--- src/common/dtpwm_defines.svh ---
`ifndef DTPWM_DEFINES_SVH
`define DTPWM_DEFINES_SVH

// register byte offsets on the bus
`define OFS_CTRL        8'h00
`define OFS_CMP_A_ON    8'h04
`define OFS_CMP_A_OFF   8'h08
`define OFS_CMP_B_ON    8'h0C
`define OFS_CMP_B_OFF   8'h10
`define OFS_EVCTRL_A    8'h14
`define OFS_EVCTRL_B    8'h18
`define OFS_DLY_CTRL    8'h1C
`define OFS_DLY_VAL     8'h20
`define OFS_STATUS      8'h24
`define OFS_CAPTURE_A   8'h28
`define OFS_CAPTURE_B   8'h2C

// control register fields
`define CTRL_EN_BIT     0
`define CTRL_MODE_LSB   1

// event control fields
`define EV_TRIG_BIT     0
`define EV_ACTION_BIT   1
`define EV_FILTER_BIT   2
`define EV_UNSYNCED_DETECT_ENABLE_BIT    3

// delay control fields
`define DLY_SEL_LSB     0
`define DLY_TRIG_LSB    2
`define DLY_PRESC_LSB   4
`define DLY_SEL_BLANK   2'h1

// status register fields
`define ST_PHASE_LSB    12
`define ST_WAVE_A_BIT   16
`define ST_WAVE_B_BIT   17
`define ST_DIR_BIT      18
`define ST_BLANK_BIT    19

// reset values and counts
`define RST_WORD        32'h0000_0000
`define RST_CMP         12'h000
`define FILTER_CYCLES   4

`endif

--- src/common/dtpwm_pkg.sv ---
package dtpwm_pkg;

	// counting scheme of one waveform cycle
	typedef enum logic [1:0]
	{
		one_ramp  = 2'h0,
		two_ramp  = 2'h1,
		four_ramp = 2'h2,
		dual_slope = 2'h3
	} waveform_mode_sel_t;

	// phases of a waveform cycle, one-hot
	typedef enum logic [3:0]
	{
		dead_phase_a = 4'h1,
		on_phase_a   = 4'h2,
		dead_phase_b = 4'h4,
		on_phase_b   = 4'h8
	} phase_t;

endpackage

--- src/core/dead_time_pwm.sv ---
`include "dtpwm_defines.svh"

// Summary of operation
// - mode field picks one of four counting schemes
// - cycle runs dead A, on A, dead B, on B
// - one ramp: count to B off, restart zero
// - one ramp: compares above B off never match
// - one ramp: A off below A on ignored
// - two ramp: ramp to A off, then B off
// - two ramp: outputs never both active
// - four ramp: four ramps ending at each compare
// - four ramp: outputs never overlap
// - dual slope: down from B off and back
// - dual slope: A on rising, off falling match
// - dual slope: B on falling, off rising match
// - dual slope: A off compare is ignored
// - dual start at top down, A held off
// - input acts when enabled, captures on action
// - blanking only on input A
// - synced input overrides outputs within 2 cycles
// - blanking on when delay select is one
// - blanking lasts delay value divided ticks
// - filter rejects pulses under four clocks
// - unsynced detect overrides outputs at the next clock
module dead_time_pwm
	import dtpwm_pkg::*;
(
	input  wire logic        mclk,
	input  wire logic        rstn,
	input  wire logic        ce,
	input  wire logic        hsel,
	input  wire logic [31:0] haddr,
	input  wire logic [1:0]  htrans,
	input  wire logic        hwrite,
	input  wire logic [2:0]  hsize,
	input  wire logic [31:0] hwdata,
	input  wire logic        hready,
	output logic             hreadyout,
	output logic [31:0]      hrdata,
	output logic             hresp,
	input  wire logic        event_in_a,
	input  wire logic        event_in_b,
	output logic             wave_out_a,
	output logic             wave_out_b
);

	// bus state
	logic [7:0]  addr_r, addr_nxt;          // data phase address
	logic        wr_r, wr_nxt;              // write data phase
	logic        rd_r, rd_nxt;              // read wait state
	logic        hreadyout_r, hreadyout_nxt;
	logic [31:0] hrdata_r, hrdata_nxt;
	logic        hresp_r;                   // always okay
	logic [31:0] rd_word;                   // read mux

	// software registers
	logic               enable_r, enable_nxt;
	waveform_mode_sel_t mode_r, mode_nxt;
	logic [11:0]        compare_a_on_value_r, compare_a_on_value_nxt;
	logic [11:0]        compare_a_off_value_r, compare_a_off_value_nxt;
	logic [11:0]        compare_b_on_value_r, compare_b_on_value_nxt;
	logic [11:0]        compare_b_off_value_r, compare_b_off_value_nxt;
	logic [3:0]         input_a_event_control_r, input_a_event_control_nxt;
	logic [3:0]         input_b_event_control_r, input_b_event_control_nxt;
	logic [5:0]         delay_control_r, delay_control_nxt;
	logic [7:0]         delay_count_value_r, delay_count_value_nxt;

	// waveform state
	logic [11:0] cnt_r, cnt_nxt;            // counter
	phase_t      phase_r, phase_nxt;        // cycle phase
	logic        dir_r, dir_nxt;            // dual slope: 1 counts up
	logic        a_ds_r, a_ds_nxt;          // dual slope A level
	logic        b_ds_r, b_ds_nxt;          // dual slope B level
	logic        primed_r, primed_nxt;      // first dual cycle done
	logic        wave_a, wave_b;            // unguarded levels
	logic        wave_out_a_r, wave_out_a_nxt;
	logic        wave_out_b_r, wave_out_b_nxt;

	// input front end
	logic        ev_raw [2];                // raw event levels
	logic [3:0]  evc [2];                   // event controls
	logic        ev_s_r [2];                // registered input
	logic [2:0]  sh_r [2];                  // filter history
	logic        filt_r [2];                // filtered level
	logic        sel_d_r [2];               // previous level
	logic [11:0] cap_r [2];                 // captured counter
	logic        blank [2];                 // blanking per input
	logic        kill [2];                  // output override
	logic        blank_start;               // window trigger
	logic        blank_act;                 // window open

	assign ev_raw[0] = event_in_a;
	assign ev_raw[1] = event_in_b;
	assign evc[0] = input_a_event_control_r;
	assign evc[1] = input_b_event_control_r;
	assign blank[0] = blank_act;
	assign blank[1] = 1'b0;

	assign hreadyout = hreadyout_r;
	assign hrdata = hrdata_r;
	assign hresp = hresp_r;
	assign wave_out_a = wave_out_a_r;
	assign wave_out_b = wave_out_b_r;

	// phase that follows a given phase
	function automatic phase_t next_phase(input phase_t p);
		unique case (p)
			dead_phase_a: next_phase = on_phase_a;
			on_phase_a:   next_phase = dead_phase_b;
			dead_phase_b: next_phase = on_phase_b;
			default:      next_phase = dead_phase_a;
		endcase
	endfunction

	// compare that ends a phase in four ramp
	function automatic logic [11:0] phase_limit(input phase_t p,
		input logic [11:0] a_on, input logic [11:0] a_off,
		input logic [11:0] b_on, input logic [11:0] b_off);
		unique case (p)
			dead_phase_a: phase_limit = a_on;
			on_phase_a:   phase_limit = a_off;
			dead_phase_b: phase_limit = b_on;
			default:      phase_limit = b_off;
		endcase
	endfunction

	// read mux of all registers
	always_comb
	begin
		rd_word = `RST_WORD;
		unique case (addr_r)
			`OFS_CTRL:
			begin
				rd_word[`CTRL_EN_BIT] = enable_r;
				rd_word[`CTRL_MODE_LSB +: 2] = mode_r;
			end
			`OFS_CMP_A_ON:  rd_word[11:0] = compare_a_on_value_r;
			`OFS_CMP_A_OFF: rd_word[11:0] = compare_a_off_value_r;
			`OFS_CMP_B_ON:  rd_word[11:0] = compare_b_on_value_r;
			`OFS_CMP_B_OFF: rd_word[11:0] = compare_b_off_value_r;
			`OFS_EVCTRL_A:  rd_word[3:0] = input_a_event_control_r;
			`OFS_EVCTRL_B:  rd_word[3:0] = input_b_event_control_r;
			`OFS_DLY_CTRL:  rd_word[5:0] = delay_control_r;
			`OFS_DLY_VAL:   rd_word[7:0] = delay_count_value_r;
			`OFS_STATUS:
			begin
				rd_word[11:0] = cnt_r;
				rd_word[`ST_PHASE_LSB +: 4] = phase_r;
				rd_word[`ST_WAVE_A_BIT] = wave_out_a_r;
				rd_word[`ST_WAVE_B_BIT] = wave_out_b_r;
				rd_word[`ST_DIR_BIT] = dir_r;
				rd_word[`ST_BLANK_BIT] = blank_act;
			end
			`OFS_CAPTURE_A: rd_word[11:0] = cap_r[0];
			`OFS_CAPTURE_B: rd_word[11:0] = cap_r[1];
			default:        rd_word = `RST_WORD;   // unmapped reads zero
		endcase
	end

	// bus slave and register writes
	always_comb
	begin
		addr_nxt = addr_r;
		wr_nxt = 1'b0;
		rd_nxt = 1'b0;
		hreadyout_nxt = 1'b1;
		hrdata_nxt = hrdata_r;
		enable_nxt = enable_r;
		mode_nxt = mode_r;
		compare_a_on_value_nxt = compare_a_on_value_r;
		compare_a_off_value_nxt = compare_a_off_value_r;
		compare_b_on_value_nxt = compare_b_on_value_r;
		compare_b_off_value_nxt = compare_b_off_value_r;
		input_a_event_control_nxt = input_a_event_control_r;
		input_b_event_control_nxt = input_b_event_control_r;
		delay_control_nxt = delay_control_r;
		delay_count_value_nxt = delay_count_value_r;
		// write data phase
		if (wr_r)
		begin
			unique case (addr_r)
				`OFS_CTRL:
				begin
					enable_nxt = hwdata[`CTRL_EN_BIT];
					mode_nxt = waveform_mode_sel_t'(hwdata[2:1]);
				end
				`OFS_CMP_A_ON:  compare_a_on_value_nxt = hwdata[11:0];
				`OFS_CMP_A_OFF: compare_a_off_value_nxt = hwdata[11:0];
				`OFS_CMP_B_ON:  compare_b_on_value_nxt = hwdata[11:0];
				`OFS_CMP_B_OFF: compare_b_off_value_nxt = hwdata[11:0];
				`OFS_EVCTRL_A:  input_a_event_control_nxt = hwdata[3:0];
				`OFS_EVCTRL_B:  input_b_event_control_nxt = hwdata[3:0];
				`OFS_DLY_CTRL:  delay_control_nxt = hwdata[5:0];
				`OFS_DLY_VAL:   delay_count_value_nxt = hwdata[7:0];
				default:        wr_nxt = 1'b0;    // read-only or unmapped
			endcase
		end
		// read wait state: data taken after any prior write
		if (rd_r)
			hrdata_nxt = rd_word;
		// address phase
		if (hsel && hready && htrans[1])
		begin
			addr_nxt = haddr[7:0];
			wr_nxt = hwrite;
			rd_nxt = !hwrite;
			hreadyout_nxt = hwrite;
		end
	end

	// bus and register flops
	always_ff @(posedge mclk)
	begin
		if (!rstn)
		begin
			addr_r <= 8'h00;
			wr_r <= 1'b0;
			rd_r <= 1'b0;
			hreadyout_r <= 1'b1;
			hrdata_r <= `RST_WORD;
			hresp_r <= 1'b0;
			enable_r <= 1'b0;
			mode_r <= one_ramp;
			compare_a_on_value_r <= `RST_CMP;
			compare_a_off_value_r <= `RST_CMP;
			compare_b_on_value_r <= `RST_CMP;
			compare_b_off_value_r <= `RST_CMP;
			input_a_event_control_r <= 4'h0;
			input_b_event_control_r <= 4'h0;
			delay_control_r <= 6'h00;
			delay_count_value_r <= 8'h00;
		end
		else if (ce)
		begin
			addr_r <= addr_nxt;
			wr_r <= wr_nxt;
			rd_r <= rd_nxt;
			hreadyout_r <= hreadyout_nxt;
			hrdata_r <= hrdata_nxt;
			hresp_r <= 1'b0;
			enable_r <= enable_nxt;
			mode_r <= mode_nxt;
			compare_a_on_value_r <= compare_a_on_value_nxt;
			compare_a_off_value_r <= compare_a_off_value_nxt;
			compare_b_on_value_r <= compare_b_on_value_nxt;
			compare_b_off_value_r <= compare_b_off_value_nxt;
			input_a_event_control_r <= input_a_event_control_nxt;
			input_b_event_control_r <= input_b_event_control_nxt;
			delay_control_r <= delay_control_nxt;
			delay_count_value_r <= delay_count_value_nxt;
		end
	end

	// counter and phase sequencing
	always_comb
	begin
		cnt_nxt = cnt_r + 12'h001;              // wraps in 12 bits
		phase_nxt = phase_r;
		dir_nxt = dir_r;
		a_ds_nxt = a_ds_r;
		b_ds_nxt = b_ds_r;
		primed_nxt = primed_r;
		if (!enable_r)
		begin
			// idle: dual slope waits at the top, counting down
			// follows a pending write, so enabling starts at the top
			cnt_nxt = (mode_nxt == dual_slope)
				? compare_b_off_value_nxt : 12'h000;
			phase_nxt = dead_phase_a;
			dir_nxt = 1'b0;
			a_ds_nxt = 1'b0;
			b_ds_nxt = 1'b0;
			primed_nxt = 1'b0;
		end
		else
		begin
			unique case (mode_r)
				one_ramp:
				begin
					// phases advance only in order
					if ((phase_r == dead_phase_a
						&& cnt_r == compare_a_on_value_r)
						|| (phase_r == on_phase_a
						&& cnt_r == compare_a_off_value_r)
						|| (phase_r == dead_phase_b
						&& cnt_r == compare_b_on_value_r))
						phase_nxt = next_phase(phase_r);
					if (cnt_r == compare_b_off_value_r)
					begin
						cnt_nxt = 12'h000;
						phase_nxt = dead_phase_a;
					end
				end
				two_ramp:
				begin
					// on phase starts at the set match of its ramp
					if ((phase_r == dead_phase_a
						&& cnt_r == compare_a_on_value_r)
						|| (phase_r == dead_phase_b
						&& cnt_r == compare_b_on_value_r))
						phase_nxt = next_phase(phase_r);
					if ((phase_r == dead_phase_a || phase_r == on_phase_a)
						&& cnt_r == compare_a_off_value_r)
					begin
						cnt_nxt = 12'h000;
						phase_nxt = dead_phase_b;
					end
					if ((phase_r == dead_phase_b || phase_r == on_phase_b)
						&& cnt_r == compare_b_off_value_r)
					begin
						cnt_nxt = 12'h000;
						phase_nxt = dead_phase_a;
					end
				end
				four_ramp:
				begin
					// each phase is one ramp from zero
					if (cnt_r == phase_limit(phase_r,
						compare_a_on_value_r, compare_a_off_value_r,
						compare_b_on_value_r, compare_b_off_value_r))
					begin
						cnt_nxt = 12'h000;
						phase_nxt = next_phase(phase_r);
					end
				end
				dual_slope:
				begin
					// the A off compare is never read here
					if (!dir_r)
					begin
						if (cnt_r == compare_a_on_value_r)
							a_ds_nxt = 1'b0;
						if (cnt_r == compare_b_on_value_r)
							b_ds_nxt = 1'b1;
						if (cnt_r == 12'h000)
						begin
							cnt_nxt = cnt_r;    // bottom held once
							dir_nxt = 1'b1;
						end
						else
							cnt_nxt = cnt_r - 12'h001;
					end
					else
					begin
						if (cnt_r == compare_a_on_value_r && primed_r)
							a_ds_nxt = 1'b1;
						if (cnt_r == compare_b_on_value_r)
							b_ds_nxt = 1'b0;
						if (cnt_r == compare_b_off_value_r)
						begin
							cnt_nxt = cnt_r;    // top ends the cycle
							dir_nxt = 1'b0;
							primed_nxt = 1'b1;
						end
					end
					phase_nxt = a_ds_nxt ? on_phase_a : b_ds_nxt ? on_phase_b
						: dir_nxt ? dead_phase_a : dead_phase_b;
				end
			endcase
		end
	end

	// output levels, ramp modes cannot overlap
	assign wave_a = (mode_r == dual_slope) ? a_ds_r : phase_r == on_phase_a;
	assign wave_b = (mode_r == dual_slope) ? b_ds_r : phase_r == on_phase_b;

	// fault override of the outputs
	always_comb
	begin
		wave_out_a_nxt = enable_r && wave_a && !kill[0];
		wave_out_b_nxt = enable_r && wave_b && !kill[1];
	end

	// waveform flops
	always_ff @(posedge mclk)
	begin
		if (!rstn)
		begin
			cnt_r <= 12'h000;
			phase_r <= dead_phase_a;
			dir_r <= 1'b0;
			a_ds_r <= 1'b0;
			b_ds_r <= 1'b0;
			primed_r <= 1'b0;
			wave_out_a_r <= 1'b0;
			wave_out_b_r <= 1'b0;
		end
		else if (ce)
		begin
			cnt_r <= cnt_nxt;
			phase_r <= phase_nxt;
			dir_r <= dir_nxt;
			a_ds_r <= a_ds_nxt;
			b_ds_r <= b_ds_nxt;
			primed_r <= primed_nxt;
			wave_out_a_r <= wave_out_a_nxt;
			wave_out_b_r <= wave_out_b_nxt;
		end
	end

	// blanking window starts on entry to the chosen phase
	assign blank_start = delay_control_r[`DLY_SEL_LSB +: 2] == `DLY_SEL_BLANK
		&& phase_nxt != phase_r && enable_r
		&& phase_nxt == phase_t'(4'h1 << delay_control_r[`DLY_TRIG_LSB +: 2]);

	// window timer on the divided delay clock
	delay_counter u_delay
	(
		.mclk   (mclk),
		.rstn   (rstn),
		.ce     (ce),
		.start  (blank_start),
		.presc  (delay_control_r[`DLY_PRESC_LSB +: 2]),
		.limit  (delay_count_value_r),
		.active (blank_act)
	);

	// per-input front end: register, filter, capture
	genvar gi;
	generate
		for (gi = 0; gi < 2; gi++)
		begin : g_in
			logic       sel_lvl;    // synced or filtered level
			logic       filt_nxt;
			logic       cap_hit;

			// filter settles after four equal samples
			always_comb
			begin
				filt_nxt = filt_r[gi];
				if (ev_s_r[gi] && (&sh_r[gi]))
					filt_nxt = 1'b1;
				else if (!ev_s_r[gi] && !(|sh_r[gi]))
					filt_nxt = 1'b0;
				sel_lvl = evc[gi][`EV_FILTER_BIT] ? filt_r[gi] : ev_s_r[gi];
				// capture on a rising trigger with action set
				cap_hit = evc[gi][`EV_TRIG_BIT] && evc[gi][`EV_ACTION_BIT]
					&& sel_lvl && !sel_d_r[gi];
				// synced path, or raw path when unsynced
				kill[gi] = evc[gi][`EV_TRIG_BIT] && !blank[gi]
					&& (sel_lvl || (evc[gi][`EV_UNSYNCED_DETECT_ENABLE_BIT] && ev_raw[gi]));
			end

			always_ff @(posedge mclk)
			begin
				if (!rstn)
				begin
					ev_s_r[gi] <= 1'b0;
					sh_r[gi] <= 3'h0;
					filt_r[gi] <= 1'b0;
					sel_d_r[gi] <= 1'b0;
					cap_r[gi] <= 12'h000;
				end
				else if (ce)
				begin
					ev_s_r[gi] <= ev_raw[gi];
					sh_r[gi] <= {sh_r[gi][1:0], ev_s_r[gi]};
					filt_r[gi] <= filt_nxt;
					sel_d_r[gi] <= sel_lvl;
					cap_r[gi] <= cap_hit ? cnt_r : cap_r[gi];
				end
			end

		end
	endgenerate
endmodule

--- src/core/delay_counter.sv ---
`include "dtpwm_defines.svh"

// blanking window timer on a divided clock
module delay_counter
(
	input  wire logic       mclk,    // system clock
	input  wire logic       rstn,    // synchronous reset, low active
	input  wire logic       ce,      // clock enable
	input  wire logic       start,   // trigger pulse, restarts window
	input  wire logic [1:0] presc,   // divide by 1, 2, 4 or 8
	input  wire logic [7:0] limit,   // window length in divided ticks
	output logic            active   // window open
);

	logic [7:0] div_r, div_nxt;     // prescaler count
	logic [7:0] cnt_r, cnt_nxt;     // divided tick count
	logic       act_r, act_nxt;     // window state
	logic [7:0] factor;             // division factor

	assign factor = 8'h01 << presc;
	assign active = act_r;

	// next state of the window timer
	always_comb
	begin
		div_nxt = div_r;
		cnt_nxt = cnt_r;
		act_nxt = act_r;
		if (start)
		begin
			// a zero limit opens no window
			act_nxt = (limit != 8'h00);
			cnt_nxt = 8'h00;
			div_nxt = 8'h00;
		end
		else if (act_r)
		begin
			if (div_r == factor - 8'h01)
			begin
				div_nxt = 8'h00;
				cnt_nxt = cnt_r + 8'h01;
				if (cnt_r + 8'h01 == limit)
					act_nxt = 1'b0;
			end
			else
				div_nxt = div_r + 8'h01;
		end
	end

	// registers, frozen while ce is low
	always_ff @(posedge mclk)
	begin
		if (!rstn)
		begin
			div_r <= 8'h00;
			cnt_r <= 8'h00;
			act_r <= 1'b0;
		end
		else if (ce)
		begin
			div_r <= div_nxt;
			cnt_r <= cnt_nxt;
			act_r <= act_nxt;
		end
	end

endmodule
--- config.mk ---
export PLATFORM = sky130hd
export DESIGN_NAME = dead_time_pwm
export DESIGN_NICKNAME = d
export VERILOG_FILES = /design/src/common/dtpwm_pkg.sv /design/src/core/dead_time_pwm.sv /design/src/core/delay_counter.sv
export VERILOG_INCLUDE_DIRS = /design/src /design/src/common
export SDC_FILE = /design/constraint.sdc
export NUM_CORES = 1
export LEC_CHECK = 0
export BUFFER_PORTS_ARGS = -buffer_cell sky130_fd_sc_hd__buf_2
export CORE_ASPECT_RATIO = 0.5
export CORE_MARGIN = 2
export CORE_UTILIZATION = 40
export CTS_CLUSTER_SIZE = 8
export DETAILED_ROUTE_END_ITERATION = 7
export GPL_ROUTABILITY_DRIVEN = 1
export GPL_TIMING_DRIVEN = 0
export PLACE_DENSITY = 0.61
export SYNTH_ARGS = -nofsm -noshare
export SYNTH_HDL_FRONTEND = slang
export SYNTH_SLANG_ARGS = --single-unit
export TNS_END_PERCENT = 10
--- constraint.sdc ---
create_clock -name mclk -period 8.8 [get_ports mclk]
set_clock_uncertainty 0.05 [all_clocks]
set_input_delay 0.44 -clock mclk [delete_from_list [all_inputs] [get_ports mclk]]
set_output_delay 0.44 -clock mclk [all_outputs]
set_load 0.02 [all_outputs]
==> results.sh <==
export IMPL_outcome="complete, no violations"
export IMPL_layout_cells_most_common_list="212 x nand2_1, 146 x dfxtp_1, 126 x a21oi_1"
export IMPL_cap_violations=0
export IMPL_die_h_um=119
export IMPL_ff2ff_path_depth=15
export IMPL_place_gp_congestion=1.00
export IMPL_met3_usage=0.104
export IMPL_path_max_fanout=10
export IMPL_die_area_sq_mm=0.0280
export IMPL_synth_area_per_cell_sq_um=8.04
export IMPL_first_global_vias=10149
export IMPL_core_area_sq_mm=0.0263
export IMPL_crit_arrival_ns=5.57
export IMPL_max_slew_margin=0.259
export IMPL_ys_ff_latch=179
export IMPL_cts_tree="built"
export IMPL_synth_edf_count=33
export IMPL_track_usage=0.331
export IMPL_portBuffers=48
export IMPL_ant_nets=0
export IMPL_worst_hold_path_endpoint="addr_r[7]"
export IMPL_reg2reg_from="phase_r[3]"
export IMPL_holdBufCountCts=0
export IMPL_io_pin_count=113
export IMPL_num_vias=11265
export IMPL_hold_path_class="input port to flop"
export IMPL_area_growth_pct=13.0
export IMPL_clockBufferDepth=2
export IMPL_drc=0
export IMPL_antenna_found_initial=0
export IMPL_endpoint_kind="flop"
export IMPL_start_kind="flop"
export IMPL_required_ns=9.06
export IMPL_grt_use_met2=0.463
export IMPL_via_per_inst=6.36
export IMPL_grt_pass1_wl_um=67200
export IMPL_wl_per_cell_um=26.0
export IMPL_cts_sinks=179
export IMPL_rr_endpoint="cnt_r[7]"
export IMPL_p_leak_nw=4.22
export IMPL_drt_iter0_markers=1801
export IMPL_min_period_ns=5.31
export IMPL_cts_htree_levels=4
export IMPL_grt_setup_unrepaired="no"
export IMPL_final_common_cell="nand2_1"
export IMPL_async_reset_ff_frac=0
export IMPL_die_w_um=235
export IMPL_fin_util=0.457
export IMPL_layout_drive_gt1_share=0.0965
export IMPL_ir_drop_mv=0.138
export IMPL_syn_inst=1322
export IMPL_syn_area_sq_mm=0.0106
export IMPL_cts_root_buf="clkbuf_16"
export IMPL_routed_wl_um=46000
export IMPL_synth_main_ff_cell="dfxtp_1"
export IMPL_grt_remaining_overflow=0
export IMPL_seq_area_frac_synth=0.368
export IMPL_clk_pin_slew_ns=0.07
export IMPL_worstHoldPathCells=3
export IMPL_power_density_mw_per_mm2=153
export IMPL_start_util=0.405
export IMPL_grt_max_degree=17
export IMPL_maxSlewViolCount=0
export IMPL_worstSetupPathType="flop to flop"
export IMPL_reg2reg_slack_ns=3.49
export IMPL_setup_viol=0
export IMPL_busiest_layer="met1"
export IMPL_hold_viol=0
export IMPL_rows=42
export IMPL_max_freq_mhz=188
export IMPL_worstHoldStart="haddr[7]"
export IMPL_clkLatencyLatePin_ns=0.46
export IMPL_period_share=0.604
export IMPL_postCtsSetupRepairBufs=0
export IMPL_fin_setup_tns_ns=0
export IMPL_cts_resized=0
export IMPL_nets=1487
export IMPL_dp_hpwl_um=35300
export IMPL_cts_made_buffers=17
export IMPL_tightest_slew_ns=1.10
export IMPL_synth_cell_types=90
export IMPL_dr_pass1_iters=7
export IMPL_gr_usage_met1=0.488
export IMPL_yosysWarnings=0
==> how the worst max path moves through the flow <==
stage,start,end,depth (start not counted)
finish,phase_r[3],cnt_r[7],15
global route,phase_r[3],cnt_r[7],15
CTS,phase_r[2],cnt_r[7],14
detailed placement,phase_r[2],cnt_r[7],14
global placement,ce,cap_r[0][11],4
floorplan,phase_r[2],u_delay.div_r[3],16
==> sequential cells by signal, indices dropped and copies added (netlist names), 6 cells and up <==
register               count
delay_control_r            6
sh_r                       6
compare_b_off_value_r     12
hrdata                    20
addr_r                     8
cap_r                     24
compare_a_off_value_r     12
delay_count_value_r        8
cnt_r                     12
compare_b_on_value_r      12
compare_a_on_value_r      12
u_delay.cnt_r              8
u_delay.div_r              8
==> synthesized netlist by cell type (6+ instances only) <==
cell,number,share of area
nor4_1,9,0.0053
edfxtp_1,33,0.093
dfxtp_1,146,0.27
nand2_1,212,0.075
or4_1,6,0.0042
a22oi_1,38,0.027
inv_1,21,0.0074
o211ai_1,16,0.011
o21ai_0,35,0.016
nand3_1,55,0.026
xor2_1,21,0.017
nor3_1,27,0.013
a222oi_1,13,0.012
o211a_1,6,0.0056
nor2_1,100,0.035
mux2_2,7,0.0074
clkbuf_1,90,0.032
o31ai_1,7,0.0049
a22o_1,11,0.0091
a31oi_1,13,0.0076
xnor2_1,46,0.038
mux2i_1,30,0.028
buf_4,13,0.0092
a221oi_1,6,0.0049
a211oi_1,12,0.0085
and3b_1,7,0.0058
or3_1,11,0.0065
and3_1,29,0.017
a21oi_1,126,0.059
nor2b_1,8,0.0047
buf_2,7,0.0033
and2_1,10,0.0059
nand4_1,16,0.0094
==> layer usage <==
metal / share of wire / vias to the layer above
met5: 0 / -
met2: 0.40 / 737
met3: 0.14 / 73
met1: 0.44 / 5448
li1: - / 5007
met4: 0.022 / 0
==> final cells by class <==
type                    instances  area (sq um)
inverters                      24          90.1
multi-input cells            1016          6200
repair buffers                 53           275
clock buffers                  19           443
diodes                          1          2.50
well taps                     352           440
flip-flops and latches        179          3910
plain buffers                 115           497
fillers                      2614         14300
clock inverters                13           151
==> worst max-delay path, stage by stage, from the launching register on <==
cell and delay, ns:
dfxtp_1 0.31, clkbuf_1 0.38, clkbuf_1 0.72, nor2_1 0.26, a222oi_1 0.49, xor2_1 0.19, o211ai_1 0.33, or3_1 0.47
buf_2 0.18, a221oi_1 0.62, clkbuf_1 0.43, a31oi_1 0.09, o21ai_1 0.15, o21ai_0 0.18, a21oi_1 0.21, a211oi_1 0.09
==> cell families after synthesis <==
kind of cell / synth area share
adder cells (fa/ha/maj): 0.00471
AND/OR/NAND/NOR: 0.233
multiplexers: 0.0357
buffers and inverters: 0.0552
other: 0.000353
AO/OA/AOI/OAI: 0.247
flip-flops: 0.368
XOR/XNOR: 0.0552
==> where the power goes <==
group / switching, mW / internal [mW]
Sequential: 0.00753 / 0.846
Clock: 0.363 / 0.432
Combinational: 0.140 / 0.0481
Total: 0.510 / 1.33
==> stage by stage <==
stage | total power [mW] | setup slack, ns | hold slack, ns | cells | cell area (sq um)
2_1_floorplan | 0.976 | 5.01 | 0.392 | 1334 | 10700
3_3_place_gp | 1.05 | 3.60 | 0.397 | 1734 | 11400
3_5_place_dp | 1.05 | 3.65 | 0.395 | 1738 | 11400
4_1_cts | 1.83 | 3.63 | 0.164 | 1770 | 12000
5_1_grt | 1.88 | 3.22 | 0.190 | 1771 | 12000
6_report | 1.84 | 3.49 | 0.177 | 1772 | 12000
Power figures use the tool's default switching activity.
